**src/verilog/afe_cfg_defs.svh**
```systemverilog
// field positions, reset value and timing counts of the serial configuration port
`ifndef AFE_CFG_DEFS_SVH
`define AFE_CFG_DEFS_SVH
`define CFG_WIDTH          16
`define CFG_RESET          16'h0000
`define CFG_MEASURE_BIT    15
`define CFG_ROUTE_BIT      14
`define CFG_CURRENT_HI     13
`define CFG_CURRENT_LO     12
`define CFG_GAIN_BIT       11
`define CFG_CM_HI          10
`define CFG_CM_LO          8
`define CFG_OUTREF_BIT     7
`define CFG_DIAG_BIT       6
`define CLK_PERIOD_NS      20
`define LINK_CLK_MIN_NS    100
`define LINK_CLK_MIN_CYC   ((`LINK_CLK_MIN_NS + `CLK_PERIOD_NS - 1) / `CLK_PERIOD_NS)
`endif

```
**src/verilog/afe_cfg_pkg.sv**
```systemverilog
// types of the serial configuration port
package afe_cfg_pkg;
  typedef enum logic [1:0] {
    CUR_100UA = 2'b00,
    CUR_200UA = 2'b01,
    CUR_1MA   = 2'b10,
    CUR_2MA   = 2'b11
  } current_level_t;
  typedef enum logic [3:0] {
    CM_HALF    = 4'h0,
    CM_5_8     = 4'h1,
    CM_3_4     = 4'h2,
    CM_7_8     = 4'h3,
    CM_3_8     = 4'h4,
    CM_1_4     = 4'h5,
    CM_1_8     = 4'h6
  } cm_level_t;
  typedef enum logic [1:0] {
    LINK_IDLE  = 2'b00,
    LINK_SHIFT = 2'b01
  } link_state_t;
endpackage : afe_cfg_pkg

```
**src/verilog/sensor_afe_serial_config.sv**
```systemverilog
// serial configuration shift register and holding register of the sensor front end
`timescale 1ns/1ns
`include "afe_cfg_defs.svh"

module sensor_afe_serial_config (
  // clock and reset
  input  wire logic                      core_clk,
  input  wire logic                      rst,
  // serial pins
  input  wire logic                      serial_clk,
  input  wire logic                      chip_select_n,
  input  wire logic                      serial_in,
  output logic                           serial_out_diag_pin,
  output logic                           serial_out_oe,
  // decoded configuration
  output logic                           measure_select,
  output logic                           current_route_select,
  output afe_cfg_pkg::current_level_t    current_level,
  output logic                           amp_gain_select,
  output logic [2:0]                     common_mode_select,
  output afe_cfg_pkg::cm_level_t         common_mode_level,
  output logic                           output_reference_select,
  output logic                           output_to_ground,
  output logic                           diagnostic_enable,
  output logic                           thermal_resistor_drive,
  output logic                           calibration_drive,
  output logic                           temp_to_output
);
  import afe_cfg_pkg::*;

  // three-stage samplers; only stages two and three are compared
  logic [2:0] sclk_sync;
  logic [2:0] cs_sync;
  logic [2:0] sdi_sync;
  logic       sclk_level;
  logic       cs_level;
  logic       sdi_level;
  logic       next_sclk_level;
  logic       next_cs_level;
  logic       next_sdi_level;

  always_comb begin
    next_sclk_level = (sclk_sync[1] == sclk_sync[2]) ? sclk_sync[2] : sclk_level;
    next_cs_level   = (cs_sync[1] == cs_sync[2]) ? cs_sync[2] : cs_level;
    next_sdi_level  = (sdi_sync[1] == sdi_sync[2]) ? sdi_sync[2] : sdi_level;
  end

  always_ff @(posedge core_clk or posedge rst) begin
    if (rst) begin
      sclk_sync  <= 3'h7;
      cs_sync    <= 3'h7;
      sdi_sync   <= 3'h0;
      sclk_level <= 1'b1;
      cs_level   <= 1'b1;
      sdi_level  <= 1'b0;
    end else begin
      sclk_sync  <= {sclk_sync[1:0], serial_clk};
      cs_sync    <= {cs_sync[1:0], chip_select_n};
      sdi_sync   <= {sdi_sync[1:0], serial_in};
      sclk_level <= next_sclk_level;
      cs_level   <= next_cs_level;
      sdi_level  <= next_sdi_level;
    end
  end

  // edge detection on the filtered levels
  logic sclk_rise;
  logic cs_fall;
  logic cs_rise;
  assign sclk_rise = next_sclk_level & ~sclk_level;
  assign cs_fall   = ~next_cs_level & cs_level;
  assign cs_rise   = next_cs_level & ~cs_level;

  // frame state, shift register and holding register
  link_state_t               state;
  link_state_t               next_state;
  logic [`CFG_WIDTH-1:0]     shift_reg;
  logic [`CFG_WIDTH-1:0]     next_shift_reg;
  logic [`CFG_WIDTH-1:0]     holding;
  logic [`CFG_WIDTH-1:0]     next_holding;

  always_comb begin
    next_state     = state;
    next_shift_reg = shift_reg;
    next_holding   = holding;
    case (state)
      LINK_IDLE: begin
        if (cs_fall) begin
          next_state = LINK_SHIFT;
        end
      end
      LINK_SHIFT: begin
        if (cs_rise) begin
          // a short frame still latches; the host owns the sixteen-bit count
          next_holding = shift_reg;
          next_state   = LINK_IDLE;
        end else if (sclk_rise) begin
          next_shift_reg = {shift_reg[`CFG_WIDTH-2:0], sdi_level};
        end
      end
      default: begin
        next_state = LINK_IDLE;
      end
    endcase
  end

  always_ff @(posedge core_clk or posedge rst) begin
    if (rst) begin
      state     <= LINK_IDLE;
      shift_reg <= `CFG_RESET;
      holding   <= `CFG_RESET;
    end else begin
      state     <= next_state;
      shift_reg <= next_shift_reg;
      holding   <= next_holding;
    end
  end

  // decode of the holding register; reserved bits 5:0 are never read
  logic           dec_measure;
  logic           dec_route;
  logic [1:0]     dec_current;
  logic           dec_gain;
  logic [2:0]     dec_cm;
  cm_level_t      dec_cm_level;
  logic           dec_outref;
  logic           dec_diag;

  always_comb begin
    dec_measure = next_holding[`CFG_MEASURE_BIT];
    dec_route   = next_holding[`CFG_ROUTE_BIT];
    dec_current = next_holding[`CFG_CURRENT_HI:`CFG_CURRENT_LO];
    dec_gain    = next_holding[`CFG_GAIN_BIT];
    dec_cm      = next_holding[`CFG_CM_HI:`CFG_CM_LO];
    dec_outref  = next_holding[`CFG_OUTREF_BIT];
    dec_diag    = next_holding[`CFG_DIAG_BIT];
    // 000 and 100 both give one half, so only seven levels exist
    case (dec_cm)
      3'h0:    dec_cm_level = CM_HALF;
      3'h1:    dec_cm_level = CM_5_8;
      3'h2:    dec_cm_level = CM_3_4;
      3'h3:    dec_cm_level = CM_7_8;
      3'h4:    dec_cm_level = CM_HALF;
      3'h5:    dec_cm_level = CM_3_8;
      3'h6:    dec_cm_level = CM_1_4;
      3'h7:    dec_cm_level = CM_1_8;
      default: dec_cm_level = CM_HALF;
    endcase
  end

  // registered outputs
  always_ff @(posedge core_clk or posedge rst) begin
    if (rst) begin
      measure_select          <= 1'b0;
      current_route_select    <= 1'b0;
      current_level           <= CUR_100UA;
      amp_gain_select         <= 1'b0;
      common_mode_select      <= 3'h0;
      common_mode_level       <= CM_HALF;
      output_reference_select <= 1'b0;
      output_to_ground        <= 1'b0;
      diagnostic_enable       <= 1'b0;
      thermal_resistor_drive  <= 1'b0;
      calibration_drive       <= 1'b0;
      temp_to_output          <= 1'b0;
      serial_out_diag_pin     <= 1'b0;
      serial_out_oe           <= 1'b1;
    end else begin
      measure_select          <= dec_measure;
      current_route_select    <= dec_route;
      current_level           <= current_level_t'(dec_current);
      amp_gain_select         <= dec_gain;
      common_mode_select      <= dec_cm;
      common_mode_level       <= dec_cm_level;
      output_reference_select <= dec_outref;
      output_to_ground        <= dec_measure | dec_outref;
      diagnostic_enable       <= dec_diag;
      // current is sourced only in temperature mode, on one pin at a time
      thermal_resistor_drive  <= dec_measure & ~dec_route;
      calibration_drive       <= dec_measure & dec_route;
      temp_to_output          <= dec_measure;
      // oldest bit leaves first; pin released to the diagnostic path when enabled
      serial_out_diag_pin     <= next_shift_reg[`CFG_WIDTH-1];
      serial_out_oe           <= ~dec_diag;
    end
  end

  // assertions
  property p_shift_on_rise;
    @(posedge core_clk) disable iff (rst)
      (state == LINK_SHIFT && !cs_rise && sclk_rise) |=>
        shift_reg == {$past(shift_reg[`CFG_WIDTH-2:0]), $past(sdi_level)};
  endproperty
  a_shift_on_rise: assert property (p_shift_on_rise) else $error("shift failed");

  property p_frame_start;
    @(posedge core_clk) disable iff (rst) (state == LINK_IDLE && cs_fall) |=> state == LINK_SHIFT;
  endproperty
  a_frame_start: assert property (p_frame_start) else $error("frame did not open on select fall");

  property p_no_shift_idle;
    @(posedge core_clk) disable iff (rst) (state == LINK_IDLE) |=> $stable(shift_reg);
  endproperty
  a_no_shift_idle: assert property (p_no_shift_idle) else $error("shift while deselected");

  property p_latch;
    @(posedge core_clk) disable iff (rst)
      (state == LINK_SHIFT && cs_rise) |=> holding == $past(shift_reg) ##1 measure_select == holding[15];
  endproperty
  a_latch: assert property (p_latch) else $error("holding not loaded on select rise");

  property p_hold_stable;
    @(posedge core_clk) disable iff (rst) !(state == LINK_SHIFT && cs_rise) |=> $stable(holding);
  endproperty
  a_hold_stable: assert property (p_hold_stable) else $error("holding changed outside latch");

  property p_one_pin;
    @(posedge core_clk) disable iff (rst) !(thermal_resistor_drive && calibration_drive);
  endproperty
  a_one_pin: assert property (p_one_pin) else $error("current on both pins");

  property p_route;
    @(posedge core_clk) disable iff (rst)
      temp_to_output |-> (thermal_resistor_drive == !current_route_select) && output_to_ground;
  endproperty
  a_route: assert property (p_route) else $error("temperature routing wrong");

  property p_ref;
    @(posedge core_clk) disable iff (rst) !measure_select |-> output_to_ground == output_reference_select;
  endproperty
  a_ref: assert property (p_ref) else $error("pH output reference wrong");

  property p_diag;
    @(posedge core_clk) disable iff (rst) serial_out_oe == !diagnostic_enable;
  endproperty
  a_diag: assert property (p_diag) else $error("diagnostic enable not honoured");

  property p_cm;
    @(posedge core_clk) disable iff (rst)
      (common_mode_select == 3'h4) |-> common_mode_level == CM_HALF;
  endproperty
  a_cm: assert property (p_cm) else $error("common-mode alias wrong");

  property p_sdo;
    @(posedge core_clk) disable iff (rst) ##1 serial_out_diag_pin == shift_reg[15];
  endproperty
  a_sdo: assert property (p_sdo) else $error("serial out not shift msb");

  // outputs are registered from the next holding value, so they track holding every cycle
  property p_mode_field;
    @(posedge core_clk) disable iff (rst) measure_select == holding[`CFG_MEASURE_BIT];
  endproperty
  a_mode_field: assert property (p_mode_field) else $error("measurement mode field wrong");

  property p_route_field;
    @(posedge core_clk) disable iff (rst) current_route_select == holding[`CFG_ROUTE_BIT];
  endproperty
  a_route_field: assert property (p_route_field) else $error("current route field wrong");

  property p_current_field;
    @(posedge core_clk) disable iff (rst)
      current_level == current_level_t'(holding[`CFG_CURRENT_HI:`CFG_CURRENT_LO]);
  endproperty
  a_current_field: assert property (p_current_field) else $error("current level field wrong");

  property p_gain_field;
    @(posedge core_clk) disable iff (rst) amp_gain_select == holding[`CFG_GAIN_BIT];
  endproperty
  a_gain_field: assert property (p_gain_field) else $error("gain field wrong");

  property p_outref_field;
    @(posedge core_clk) disable iff (rst) output_reference_select == holding[`CFG_OUTREF_BIT];
  endproperty
  a_outref_field: assert property (p_outref_field) else $error("output reference field wrong");

  property p_diag_field;
    @(posedge core_clk) disable iff (rst) diagnostic_enable == holding[`CFG_DIAG_BIT];
  endproperty
  a_diag_field: assert property (p_diag_field) else $error("diagnostic enable field wrong");

  c_frame: cover property (@(posedge core_clk) disable iff (rst) state == LINK_SHIFT && cs_rise);
  c_temp: cover property (@(posedge core_clk) disable iff (rst) calibration_drive);
  c_diag: cover property (@(posedge core_clk) disable iff (rst) diagnostic_enable);
  c_stray: cover property (@(posedge core_clk) disable iff (rst) state == LINK_IDLE && sclk_rise);
  c_max_current: cover property (@(posedge core_clk) disable iff (rst) amp_gain_select && current_level == CUR_2MA);
endmodule : sensor_afe_serial_config

```
**config.mk**
```make
export PLATFORM = sky130hd
export DESIGN_NAME = sensor_afe_serial_config
export DESIGN_NICKNAME = d
export VERILOG_FILES = /design/src/verilog/afe_cfg_pkg.sv /design/src/verilog/sensor_afe_serial_config.sv
export VERILOG_INCLUDE_DIRS = /design/src /design/src/verilog
export SDC_FILE = /design/constraint.sdc
export NUM_CORES = 1
export LEC_CHECK = 0
export BUFFER_PORTS_ARGS = -buffer_cell sky130_fd_sc_hd__buf_4
export CORE_MARGIN = 5
export CORE_UTILIZATION = 49
export DETAILED_ROUTE_END_ITERATION = 10
export GPL_ROUTABILITY_DRIVEN = 0
export HOLD_SLACK_MARGIN = 0.12
export PLACE_DENSITY = 0.78
export SETUP_SLACK_MARGIN = 0.2
export SYNTH_ARGS = -nofsm -noshare
export SYNTH_HDL_FRONTEND = slang
export SYNTH_SLANG_ARGS = --single-unit
```
**constraint.sdc**
```tcl
create_clock -name core_clk -period 1.7 [get_ports core_clk]
set_clock_uncertainty 0.2 [all_clocks]
set_input_delay 0.17 -clock core_clk [delete_from_list [all_inputs] [get_ports core_clk]]
set_output_delay 0.17 -clock core_clk [all_outputs]
set_load 0.05 [all_outputs]
```
---- Word level (Yosys, flattened, before mapping) ----
Memory sizes are Yosys's and may differ from the RTL's. A register that Yosys moved wholly into a read port is not among the register bits.
Cells that the tools add are included.
operators by class
  equality and inequality tests ........... 6
  muxes and demuxes ....................... 7
  bitwise gates (word level) .............. 12
  reductions and logical operators ........ 4
operators with widths
  operator                                                         number
  16-bit 2-to-1 mux                                                2
  1-bit NOT                                                        6
  1-bit bitwise AND                                                5
  2-bit 2-to-1 mux                                                 2
  2-bit inequality test, second input constant                     2
  2-bit one-hot mux with 2 select lines                            1
  2-bit AND reduction                                              2
  1-bit == test                                                    3
  3-bit AND reduction                                              1
  2-bit by 1-bit == test with 1-bit output, second input constant  1
  2-bit logical NOT                                                1
  1-bit 2-to-1 mux                                                 2
  1-bit OR                                                         1
storage, ports and cells
  register bits ........................... 64
  memory bits (read-only) ................. 24
  output and inout port bits .............. 20
  logic and storage cells ................. 53
  memories ................................ 1
memories
  memory            depth  bits a word  read ports  clocked after Yosys merged registers in  write ports  RTL line                         text
  (name not given)  8      3            1           1                                        0            sensor_afe_serial_config.sv:138  case (dec_cm)

---- Longest topological paths before layout ----
Gate-level depths: netlist (run 1).
  depth in word-level cells ............... 7
  depth in mapped cells ................... 4
  depth with buffers taken out ............ 3

---- Least setup slack after synthesis (run 1) ----
No wires, ideal clock.
  path type ............................... register -> register
  from .................................... register sclk_sync[1]
  to ...................................... register shift_reg[0]
  arrival ................................. 1.409 ns
  data required time ...................... 1.375 ns
  setup slack ............................. -0.034 ns
  cell stages (with the launch flop) ...... 5
  path buffers ............................ 1
  period minus slack after synthesis ...... 1.734 ns
  cell sequence ........................... dfstp_2 -> nand4b_1 -> a31oi_4 -> buf_6 -> mux2_2
between the ends
  cells in the longest elaborated chain, start to end .. 4
RTL lines
  what                                  RTL line                         text
  start, declared                       sensor_afe_serial_config.sv:32   logic [2:0] sclk_sync;
  start signal, assigned                sensor_afe_serial_config.sv:57   sclk_sync <= {sclk_sync[1:0], serial_clk};
  1-bit == test                         sensor_afe_serial_config.sv:43   next_sclk_level = (sclk_sync[1] == sclk_sync[2]) ? sclk_sync[2] : sclk_level;
  1-bit 2-to-1 mux                      sensor_afe_serial_config.sv:43
  1-bit bitwise AND                     sensor_afe_serial_config.sv:70   assign sclk_rise = next_sclk_level & ~sclk_level;
  3-bit AND reduction (no source line)  -
  end signal, assigned                  sensor_afe_serial_config.sv:110  shift_reg <= `CFG_RESET;
  end signal, assigned                  sensor_afe_serial_config.sv:114  shift_reg <= next_shift_reg;
  end, declared                         sensor_afe_serial_config.sv:77   logic [`CFG_WIDTH-1:0] shift_reg;
No other way between the ends.
A chain may end at the register's enable or synchronous reset.

---- Worst setup path after layout (run 1) ----
  from .................................... register sclk_sync[2]
  to ...................................... register shift_reg[5]
between the ends
  cells in the longest elaborated chain, start to end .. 4
RTL lines
  what                                    RTL line
  1-bit == test                           sensor_afe_serial_config.sv:43
  1-bit 2-to-1 mux *                      sensor_afe_serial_config.sv:43
  1-bit bitwise AND *                     sensor_afe_serial_config.sv:70
  3-bit AND reduction (no source line) *  -
Every way passes the cells marked *; elsewhere a longest branch is shown, timed or not.

==> results.txt, run 1 <==
The switching power of the nets came out at approximately 470 µW. Input and output buffers added on the ports amount to 23. The switching fraction of total power came out at between 20% and 30%. The insertion delay to the later sink of the worst-skew pair is 0.35 ns. Setup violations remaining at the end of the flow were counted as 4. Synthesis produced a netlist with a net count of roughly 120. The register area share after synthesis came out at between 60% and 70%. The number of global-route vias before repair is 1037. The critical path arrival is approximately 1.8 ns. For this design the ratio of total power to cell area is 879.7 nW/µm². The die width is approximately 69 µm. The gate count of the mapped netlist is between 100 and 150. The shortest period the worst path allows came out at roughly 1.7 ns. The worst setup path is captured at a flip-flop. The summed negative setup slack over all endpoints is -0.02734 ns. The register with the most flip-flops in the layout has 16 of them. The number of flops mapped to enable cells by yosys came out at 0. The number of synthesis warnings is 0. The share of cells above drive strength 1 is approximately half. The vertical die dimension is just under 70 µm.

Once detailed placement completed, the half-perimeter wirelength came to 1.741 mm. The total global routing overflow came out at 0. The TritonCTS clock tree is yes. The worst hold path begins at cs_sync[0].

The standby leakage power came out at 1.114 nW. The worst setup path startpoint is sclk_sync[2]. The number of synthesized register bits is between 40 and 50. Global routing used 12.29% of the available tracks. The initial core utilization came out at around half.

The share of total power in combinational logic came out at approximately 13%. The instance area after placement came out at 1979 µm². The maximum number of buffers from clock root to sink came out at 2. The summed area of non-filler cells in the final layout is between 2000 and 2500 µm². After detailed routing, the average wire length per cell comes to roughly 14 µm. The area of all sequential standard cells is about 1200 µm².

The unique cell type count in the Yosys netlist came out at 24. For this run, the leading register cell type out of synthesis is dfrtp_1. The internal portion of the total power is between 1.5 and 2 mW. The first global-routing pass estimated 4.671 mm of wire.

Of the total power, the clock network draws between 20% and 30%. Setup repair after global routing could not meet its margin everywhere. In the final design database the tool counted 165 nets. The tree is rooted in a clkbuf_4. In this run the mean area of a mapped cell was around 15 µm². The multi-input gate area in the final layout is ~560 µm².

The routed layout has ~1000 vias. The count of unresolved DRC violations after routing is 0. The checks that failed: setup timing.

The detailed router finished its first iteration with 96 violations. By area the synthesized netlist is led by dfrtp_1 (54%), mux2_2 (16%), dfstp_2 (14%). The fraction of power consumed by sequential logic is roughly 62%. Fill cells in the final layout number about 250. The worst hold path class is flip-flop to flip-flop. The maximum resistive drop on vdd is between 0.6 and 0.7 mV.

CTS saw 46 sinks. The area share of the largest cell type after synthesis came out at between 50 and 60%. The number of slew-limit violations in the final report is 0.

Wires add up to between 2 and 3 mm. The maximum operating frequency came out at 584.6 MHz. The via density per instance came out at ~5. The worst setup path is launched from a flip-flop. The level count of the clock H-tree came out at 2.

The total number of placement rows is 21. The final-report hold violation count was 0. The run finished, with violations left. The post-synthesis to final-layout area growth is 32.14%.

The largest area contributor in the netlist is dfrtp_1. The maximum number of pins on one net before global-route repair came out at 47. The number of detailed-routing iterations run before antenna repair came out at 4. The maximum fanout along the worst path is 16. In this run the cell area of the synthesized design comes to roughly 1700 µm². The count of max-cap constraint violations came out at 0.

The share of async-settable or async-resettable flops after synthesis came out at between 90% and 100%. The required arrival time at the worst endpoint came out at roughly 1.7 ns. The antenna violation net count after detailed routing came out at 0. After clock tree synthesis, the clock-pin slew on the worst setup and hold paths is roughly 0.12 ns. The least setup slack across all paths after layout came out at -0.01059 ns.

The die outline area is approximately 4800 µm². In this run the critical register-to-register path is launched from sclk_sync[2]. The critical path is of the flip-flop to flip-flop type. The ratio of final minimum period to clock period came out at 100.6%.

The count of boundary I/O pins is 25. The number of antenna violations at the first check in global routing came out at 0. The area of the core came out at between 3000 and 4000 µm².

The number of antenna diodes in the final layout is 0. Counting the buffers created by CTS gives 5.
## final cells by class
type	instances	area share, %
clock inverters	1	0.2206
flip-flops and latches	46	51.24
clock buffers	7	2.427
inverters	5	0.8274
well taps	46	2.537
repair buffers	42	17.87
multi-input cells	60	24.88
## what timing repair did
item                                    CTS  global route
hold endpoints to repair                 49             0
resized for setup                        10            13
cloned                                    0             3
buffers inserted                          2             6
pin swaps                                 0             1
hold buffers                              4             0
endpoints found under the setup margin   26            33
## Yosys cell counts, types with 2 or more instances
library cell and count:
nand2b_1 2, buf_4 2, a21oi_1 5, inv_1 5
and3b_1 2, dfstp_2 9, o21ai_0 11, maj3_1 2
nand4b_1 2, mux2_2 24, nand3_1 2, dfrtp_1 37
nand2_1 2
## cell usage in the layout (no fill, tap or decap), types with 2 or more instances in the layout
master	n
buf_6	2
nand4b_1	2
buf_12	3
a21oi_1	5
o21ai_1	6
clkbuf_16	2
mux2_2	14
nand2_1	2
maj3_1	2
clkbuf_4	5
dlygate4sd3_1	4
inv_1	4
and3b_1	2
nand2b_1	2
dfstp_2	9
mux2_4	10
dfrtp_1	37
o21ai_0	4
buf_4	31
## path summary, 6_finish.rpt
kind	to	slack [ns]	cells after the start
min in group asynchronous	state[0]	0.20	4
worst min-delay path	cs_sync[1]	0.17	0
worst min register to register	cs_sync[1]	0.17	0
worst max-delay path	shift_reg[5]	-0.01	4
max in group asynchronous	serial_out_oe	0.84	4
worst max register to register	shift_reg[5]	-0.01	4
## kinds of logic (layout without fill, tap and decap cells)
logic type	Yosys count	in the layout	share of synthesized area, %
DFF	46	46	67.71
other	1	1	0.2184
adders and majority gates	2	2	1.166
muxes	25	25	16.33
buffers and inverters	10	55	3.133
and+or+nand+nor	14	14	5.102
AOI/OAI and AO/OA	18	18	6.341
## power groups by stage
stage,Sequential [mW],Clock (mW),Combinational [mW]
2_1_floorplan,1.25,0,0.126
3_3_place_gp,1.25,0,0.175
3_5_place_dp,1.26,0,0.184
4_1_cts,1.24,0.537,0.208
5_1_grt,1.24,0.581,0.271
6_report,1.23,0.514,0.249
## per-layer routing
metal	vias to the layer above	part of all wire, %	wire length [µm]	track usage (%)
li1	489	-	-	-
met1	507	42	1249	13.47
met2	23	50	1460	20.87
met3	6	6.3	186	4.203
met4	0	1.4	42	6.508
met5	-	0	0	0
## through the flow
step	cells	util, %	setup slack, ns	hold WS (ns)	power [mW]
after global placement	184	58.85	0.03395	0.02716	1.421
after detailed placement	184	58.85	-0.004954	0.03237	1.440
after global routing	207	67.45	-0.04654	0.1755	2.094
final	207	67.45	-0.01059	0.1654	1.996
after CTS	198	63.39	-0.01977	0.1669	1.980
after floorplan	116	-	-0.03386	-0.02552	1.377
## worst max-delay path, stage by stage (launching register included)
cell and delay, ns:
dfstp_2 0.56, nand4b_1 0.14, a31oi_4 0.19, buf_12 0.17, mux2_2 0.34
Power figures use the tool's default switching activity.
==> run 2: changes to the inputs <==
--- a/config.mk
+++ b/config.mk
@@ -14,6 +14,7 @@
 export HOLD_SLACK_MARGIN = 0.12
 export PLACE_DENSITY = 0.78
 export SETUP_SLACK_MARGIN = 0.2
+export SKIP_LAST_GASP = 1
 export SYNTH_ARGS = -nofsm -noshare
 export SYNTH_HDL_FRONTEND = slang
 export SYNTH_SLANG_ARGS = --single-unit
==> results.txt, run 2 (same netlist as run 1, synthesis figures left out) <==
The ratio of final minimum period to clock period is 100.9% (+0.31 points). The flip-flop count of the largest register, all copies and words added is 16 (unchanged). The number of fill cells is 252 (+2.0%).

The number of global-route vias before repair came to 1030 (-0.68%). The multi-input gate area in the final layout came to 548.0 µm² (-2.9%). The maximum fanout along the worst path is 16 (unchanged). The number of slew-limit violations in the final report is 0 (unchanged).

The antenna violation net count after detailed routing is 0 (unchanged). The count of boundary I/O pins is 25 (unchanged). The number of instances in the placed design came out at 184 (unchanged). The number of clock buffers inserted by TritonCTS is 5 (unchanged). The post-synthesis to final-layout area growth is 30.10%. The count of buffering cells on the critical path with inverters included came out at 1 (unchanged).

The via density per instance came out at 4.927 (-0.50%). The total number of vias came out at 1010 (-1.5%). The area of the core is 3363 µm² (unchanged).

The maximum number of buffers from clock root to sink is 2 (unchanged). Leaving out fill and tap cells, the most frequent cells in the layout are dfrtp_1 (37), buf_4 (30), mux2_2 (16). The required arrival time at the worst endpoint came out at 1.74 ns (about the same).

The shortest period the worst path allows is 1.716 ns (+0.005319 ns). The number of port buffers is 23 (unchanged). The critical path in this run is classified as flip-flop to flip-flop. The critical path's largest stage delay is 0.56 ns (about the same). The instance area after placement was 1979 µm² (unchanged). The vertical die dimension is 69.19 µm (unchanged).

The count of placed standard cells in the final layout, fillers left out was 205 (-0.97%). The total global routing overflow is 0 (unchanged). The power per unit of standard cell area was 884.0 nW/µm² (+0.48%). Clock tree synthesis selected as its root buffer the cell clkbuf_4.

The starting DRC count in detailed routing is 81 (-16%). The area of all sequential standard cells is 1162 µm² (unchanged). The maximum resistive drop on vdd was 0.6276 mV (-0.22%).

The number of antenna violations at the first check in global routing is 0 (unchanged). The critical path arrival is 1.75 ns (about the same). The final-layout worst hold slack came to 0.1657 ns (+0.0002950 ns). The count of max-cap constraint violations came out at 0 (unchanged).

The number of diodes is 0 (unchanged). The die width came out at 69.19 µm (unchanged). The wire length after detailed routing is 2.879 mm (-2.0%). The worst setup path is captured at a flip-flop.

The worst setup path is launched from a flip-flop. The worst hold path class is flip-flop to flip-flop. TritonCTS built the clock tree. The worst slack at placement is -0.004954 ns (unchanged). The number of detailed-routing iterations run before antenna repair is 2 (-2). The run finished, with violations left. The library cell used most frequently in the layout, excluding fill and tap cells, is dfrtp_1.

The maximum number of pins on one net before global-route repair is 47 (unchanged). The count of unresolved DRC violations after routing is 0 (unchanged). The final-report hold violation count is 0 (unchanged). The clock sink total is 46 (unchanged). The clock input transition at the sequential cells of the worst setup and hold paths is 0.12 ns (about the same).

The initial core utilization is 51.04% (unchanged). The HPWL after detailed placement is 1.741 mm (unchanged). The final cell utilization of the core was 66.41% (-1.0 points). The level count of the clock H-tree is 2 (unchanged). The least setup slack across all paths after layout came out at -0.01591 ns (-0.005319 ns). The insertion delay to the later sink of the worst-skew pair came out at 0.35 ns (about the same). The summed area of non-filler cells in the final layout is 2233 µm² (-1.5%). The slowest stage cell on the critical path is dfstp_2.

The number of setup violations in the final report came out at 6 (+2). The maximum operating frequency came out at 582.8 MHz (-0.31%). The kind of cell with the highest combined delay along the critical path is flip-flops. The final reports fail on setup timing. The standby leakage power is 1.102 nW (-1.1%). The die outline area came to 4787 µm² (unchanged). The total routing usage reported by global routing came out at 12.10% (-0.19 points).

The routed wirelength normalized by instance count is 14.04 µm (-1.1%). The share of cells above drive strength 1 is 49.69% (-1.9 points). The total number of placement rows was 21 (unchanged). The global-route wire length before repair came out at 4.602 mm (-1.5%). Setup repair after global routing could not meet its margin everywhere. The final-stage net count was 163 (-1.2%). Traced cell by cell, the critical path runs through nand4b_1, a31oi_4, buf_12, mux2_2.
run 2: power breakdown:
part / internal [mW] / leakage (nW) / switching (mW)
clock: 0.201 / 0.0353 / 0.309
combinational: 0.128 / 0.474 / 0.104
sequential: 1.19 / 0.593 / 0.0450
total: 1.52 / 1.10 / 0.459
run 2: path summary, 6_finish.rpt:
| path | slack, ns | cells after the start | start | to |
|---|---|---|---|---|
| worst min-delay path | 0.17 | 0 | cs_sync[0] | cs_sync[1] |
| min in group asynchronous | 0.20 | 4 | rst | state[0] |
| worst max-delay path | -0.02 | 4 | sclk_sync[2] | shift_reg[3] |
| max in group asynchronous | 0.83 | 4 | rst | serial_out_oe |
| worst min register to register | 0.17 | 0 | cs_sync[0] | cs_sync[1] |
| worst max register to register | -0.02 | 4 | sclk_sync[2] | shift_reg[3] |
run 2: layout make-up:
class                   instances  share of cell area (%)
clock buffers                   7                   2.465
clock inverters                 1                  0.2241
inverters                       5                  0.8403
multi-input cells              60                   24.54
flip-flops and latches         46                   52.04
well taps                      46                   2.577
repair buffers                 40                   17.31
run 2: worst reg2reg max path: stages (launching register included):
cell and delay (ns):
dfstp_2 0.56, nand4b_1 0.14, a31oi_4 0.19, buf_12 0.17
mux2_2 0.34
run 2: repair_timing:
item / 4_1_cts / 5_1_grt
gates resized for setup: 0 / 14
setup buffers: 2 / 5
gates cloned: 0 / 2
setup endpoints to repair: 26 / 32
pin swaps: 0 / 1
hold buffers: 4 / 0
endpoints found under the hold margin: 49 / 0
run 2: per-stage QoR:
stage               setup TNS, ns  power (mW)
finish                   -0.03663       1.974
global route              -0.5609       2.077
CTS                      -0.09618       1.967
detailed placement      -0.004954       1.440
global placement                0       1.421
floorplan                 -0.3386       1.377
run 2: routing by layer:
layer,part of all wire [%],vias up,wire length [µm],global-route usage (%)
li1,-,481,-,-
met1,42,502,1199,12.99
met2,51,25,1477,20.76
met3,6.3,2,182,4.203
met4,0.66,0,19,6.508
met5,0,-,0,0
==> run 3: changes to the inputs <==
--- a/config.mk
+++ b/config.mk
@@ -7,10 +7,11 @@
 export NUM_CORES = 1
 export LEC_CHECK = 0
 export BUFFER_PORTS_ARGS = -buffer_cell sky130_fd_sc_hd__buf_4
+export CORE_ASPECT_RATIO = 1.75
 export CORE_MARGIN = 5
 export CORE_UTILIZATION = 49
 export DETAILED_ROUTE_END_ITERATION = 10
-export GPL_ROUTABILITY_DRIVEN = 0
+export GPL_ROUTABILITY_DRIVEN = 1
 export HOLD_SLACK_MARGIN = 0.12
 export PLACE_DENSITY = 0.78
 export SETUP_SLACK_MARGIN = 0.2
==> results.txt, run 3 (same netlist as run 1, synthesis figures left out) <==
The library cells used most frequently in the layout, excluding fill and tap cells, are dfrtp_1 (37), buf_4 (26), mux2_2 (24). The fraction of power consumed by sequential logic came out at 61.1% (-1.3 points). The final cell utilization of the core is 61.60% (-4.8 points). The maximum resistive drop on vdd came out at 0.7078 mV (+13%).

The maximum operating frequency came out at 570.1 MHz (-2.2%). The number of global-route vias before repair is 967 (-6.1%). On the critical path, the stage with the largest delay is an instance of dfstp_2. The shortest period the worst path allows came out at 1.754 ns (+0.03827 ns). The antenna violation net count after detailed routing came to 0 (unchanged). By startpoint and endpoint, the worst setup path is classified as flip-flop to flip-flop. The final-layout worst hold slack came out at 0.1579 ns (-0.007817 ns). The worst relative slew slack came out at between 60% and 70%.

The number of port buffers is 23 (unchanged). The die outline area came to 4834 µm² (+0.97%). In this run the clock root is driven by a clkbuf_8.

The total routing usage reported by global routing came to 13.73% (+1.6 points). The count of boundary I/O pins is 25 (unchanged). The maximum number of pins on one net before global-route repair came out at 47 (unchanged).

The flow ran to the end, but the final reports show violations. The routed wirelength normalized by instance count came out at 14.01 µm (-0.28%). The die width was 54.74 µm (-21%). The count of max-cap constraint violations was 0 (unchanged). The total global routing overflow came out at 0 (unchanged). The share of total power in combinational logic is 9.2% (-2.5 points). The clock input transition at the sequential cells of the worst setup and hold paths is 0.08 ns (-0.04 ns). The final-stage net count is 155 (-4.9%). The critical path arrival came to 1.73 ns (-0.02 ns). The slew at the pin closest to its max-slew limit came out at about 0.55 ns. The count of unresolved DRC violations after routing is 0 (unchanged). The number of diodes came out at 0 (unchanged).

The least setup slack across all paths after layout is -0.05418 ns (-0.03827 ns). The critical path's largest stage delay came out at 0.53 ns (-0.03 ns). The clock sink total came out at 46 (unchanged). The share of cells above drive strength 1 is 45.33% (-4.4 points).

The number of antenna violations at the first check in global routing came to 0 (unchanged). The post-synthesis to final-layout area growth came out at 21.94%. The wire length after detailed routing came out at 2.731 mm (-5.1%). The total number of vias is 963 (-4.7%). The maximum fanout along the worst path came out at 16 (unchanged). The level count of the clock H-tree is 2 (unchanged).

The endpoint class of the critical path is a flip-flop. The final reports fail on setup timing. The overall power consumption is 2.023 mW (+2.5%). The standby leakage power came to 1.011 nW (-8.2%). The summed negative setup slack over all endpoints is -0.5277 ns (-0.4910 ns). The number of clock buffers inserted by TritonCTS is 5 (unchanged). The number of slew-limit violations in the final report came out at 0 (unchanged). The area of the core is 3398 µm² (+1.0%). The maximum number of buffers from clock root to sink came out at 2 (unchanged). The initial core utilization is 50.52% (-0.53 points).

The vertical die dimension is 88.30 µm (+28%). The via density per instance was 4.938 (+0.24%). The sort of element at the start of the critical path is a flip-flop.

The number of detailed-routing iterations run before antenna repair is 4 (+2). The worst hold path class is flip-flop to flip-flop. Walking the worst path, the cells encountered are nand4b_1, a31oi_4, buf_12, mux2_2. The final-report hold violation count is 0 (unchanged). The library cell used most frequently in the layout, excluding fill and tap cells, is dfrtp_1. The switching power of the nets came out at 455.0 µW (-0.79%). The insertion delay to the later sink of the worst-skew pair is 0.29 ns (-0.06 ns). The power per unit of standard cell area was 966.7 nW/µm² (+9.4%). The internal power came out at 1.569 mW (+3.5%).

The starting DRC count in detailed routing is 8 (-90%). The switching fraction of total power came to 22.49% (-0.74 points). The required arrival time at the worst endpoint is 1.67 ns (-0.07 ns). The total number of placement rows is 28 (+33%). The placer congestion estimate is between 0.7 and 0.8.

The HPWL after detailed placement was 1.905 mm (+9.5%). Setup repair after global routing could not meet its margin everywhere. The global-route wire length before repair was 4.692 mm (+2.0%). The part of the total power dissipated in the clock network was 29.6% (+3.8 points). The number of setup violations in the final report came to 16 (+10). TritonCTS built the clock tree. The flip-flop count of the largest register, all copies and words added is 16 (unchanged).

The ratio of final minimum period to clock period came out at 103.2% (+2.3 points).
## run 3: final timing paths
| path | slack (ns) | start | to | depth (start not counted) |
|---|---|---|---|---|
| setup / recovery | -0.05 | sclk_sync[2] | shift_reg[5] | 4 |
| hold / removal | 0.16 | sdi_sync[0] | sdi_sync[1] | 0 |
| setup reg to reg | -0.05 | sclk_sync[2] | shift_reg[5] | 4 |
| hold reg to reg | 0.16 | sdi_sync[0] | sdi_sync[1] | 0 |
| max in group asynchronous | 0.55 | rst | serial_out_oe | 4 |
| min in group asynchronous | 0.37 | rst | sdi_level | 4 |
## run 3: area by class of cell
type                            count  area (µm²)
Sequential cell                    46        1162
Timing Repair Buffer               32       275.3
Inverter                            5       18.77
Clock buffer                        7       76.32
Multi-Input combinational cell     60       504.2
Fill cell                         276        1305
Tap cell                           45       56.30
## run 3: metal layers
metal	global-route usage [%]	routed length [µm]	vias to the layer above	share of wire [%]
met1	16.76	1085	471	40
met2	21.44	1427	21	52
met3	5.228	159	5	5.8
met5	0	0	-	0
li1	-	-	466	-
met4	5.442	59	0	2.2
## run 3: what timing repair did
item                       CTS  global route
setup endpoints to repair   25            30
hold buffers                 4             0
hold endpoints to repair    40             0
setup buffers                0             1
gates resized for setup      1             1
## run 3: worst max-delay path, delay by kind of cell, from the launching register on
family	cells	cell delay, ns
buffers and inverters	1	0.17
flip-flops	1	0.53
AO/OA/AOI/OAI	1	0.22
multiplexers	1	0.35
AND/OR/NAND/NOR	1	0.16
## run 3: through the flow
step	worst slack (ns)	cells	instance area [µm²]
floorplan	-0.03386	116	1723
global placement	0.02865	183	1966
detailed placement	-0.02912	183	1966
CTS	-0.06725	194	2086
global route	-0.09319	195	2093
finish	-0.05418	195	2093
## run 3: power by group through the flow
stage | registers [mW] | logic [mW] | clock network (mW)
after floorplan | 1.25 | 0.126 | 0
after global placement | 1.25 | 0.171 | 0
after detailed placement | 1.26 | 0.179 | 0
after CTS | 1.24 | 0.188 | 0.621
after global routing | 1.25 | 0.204 | 0.687
final | 1.24 | 0.186 | 0.600
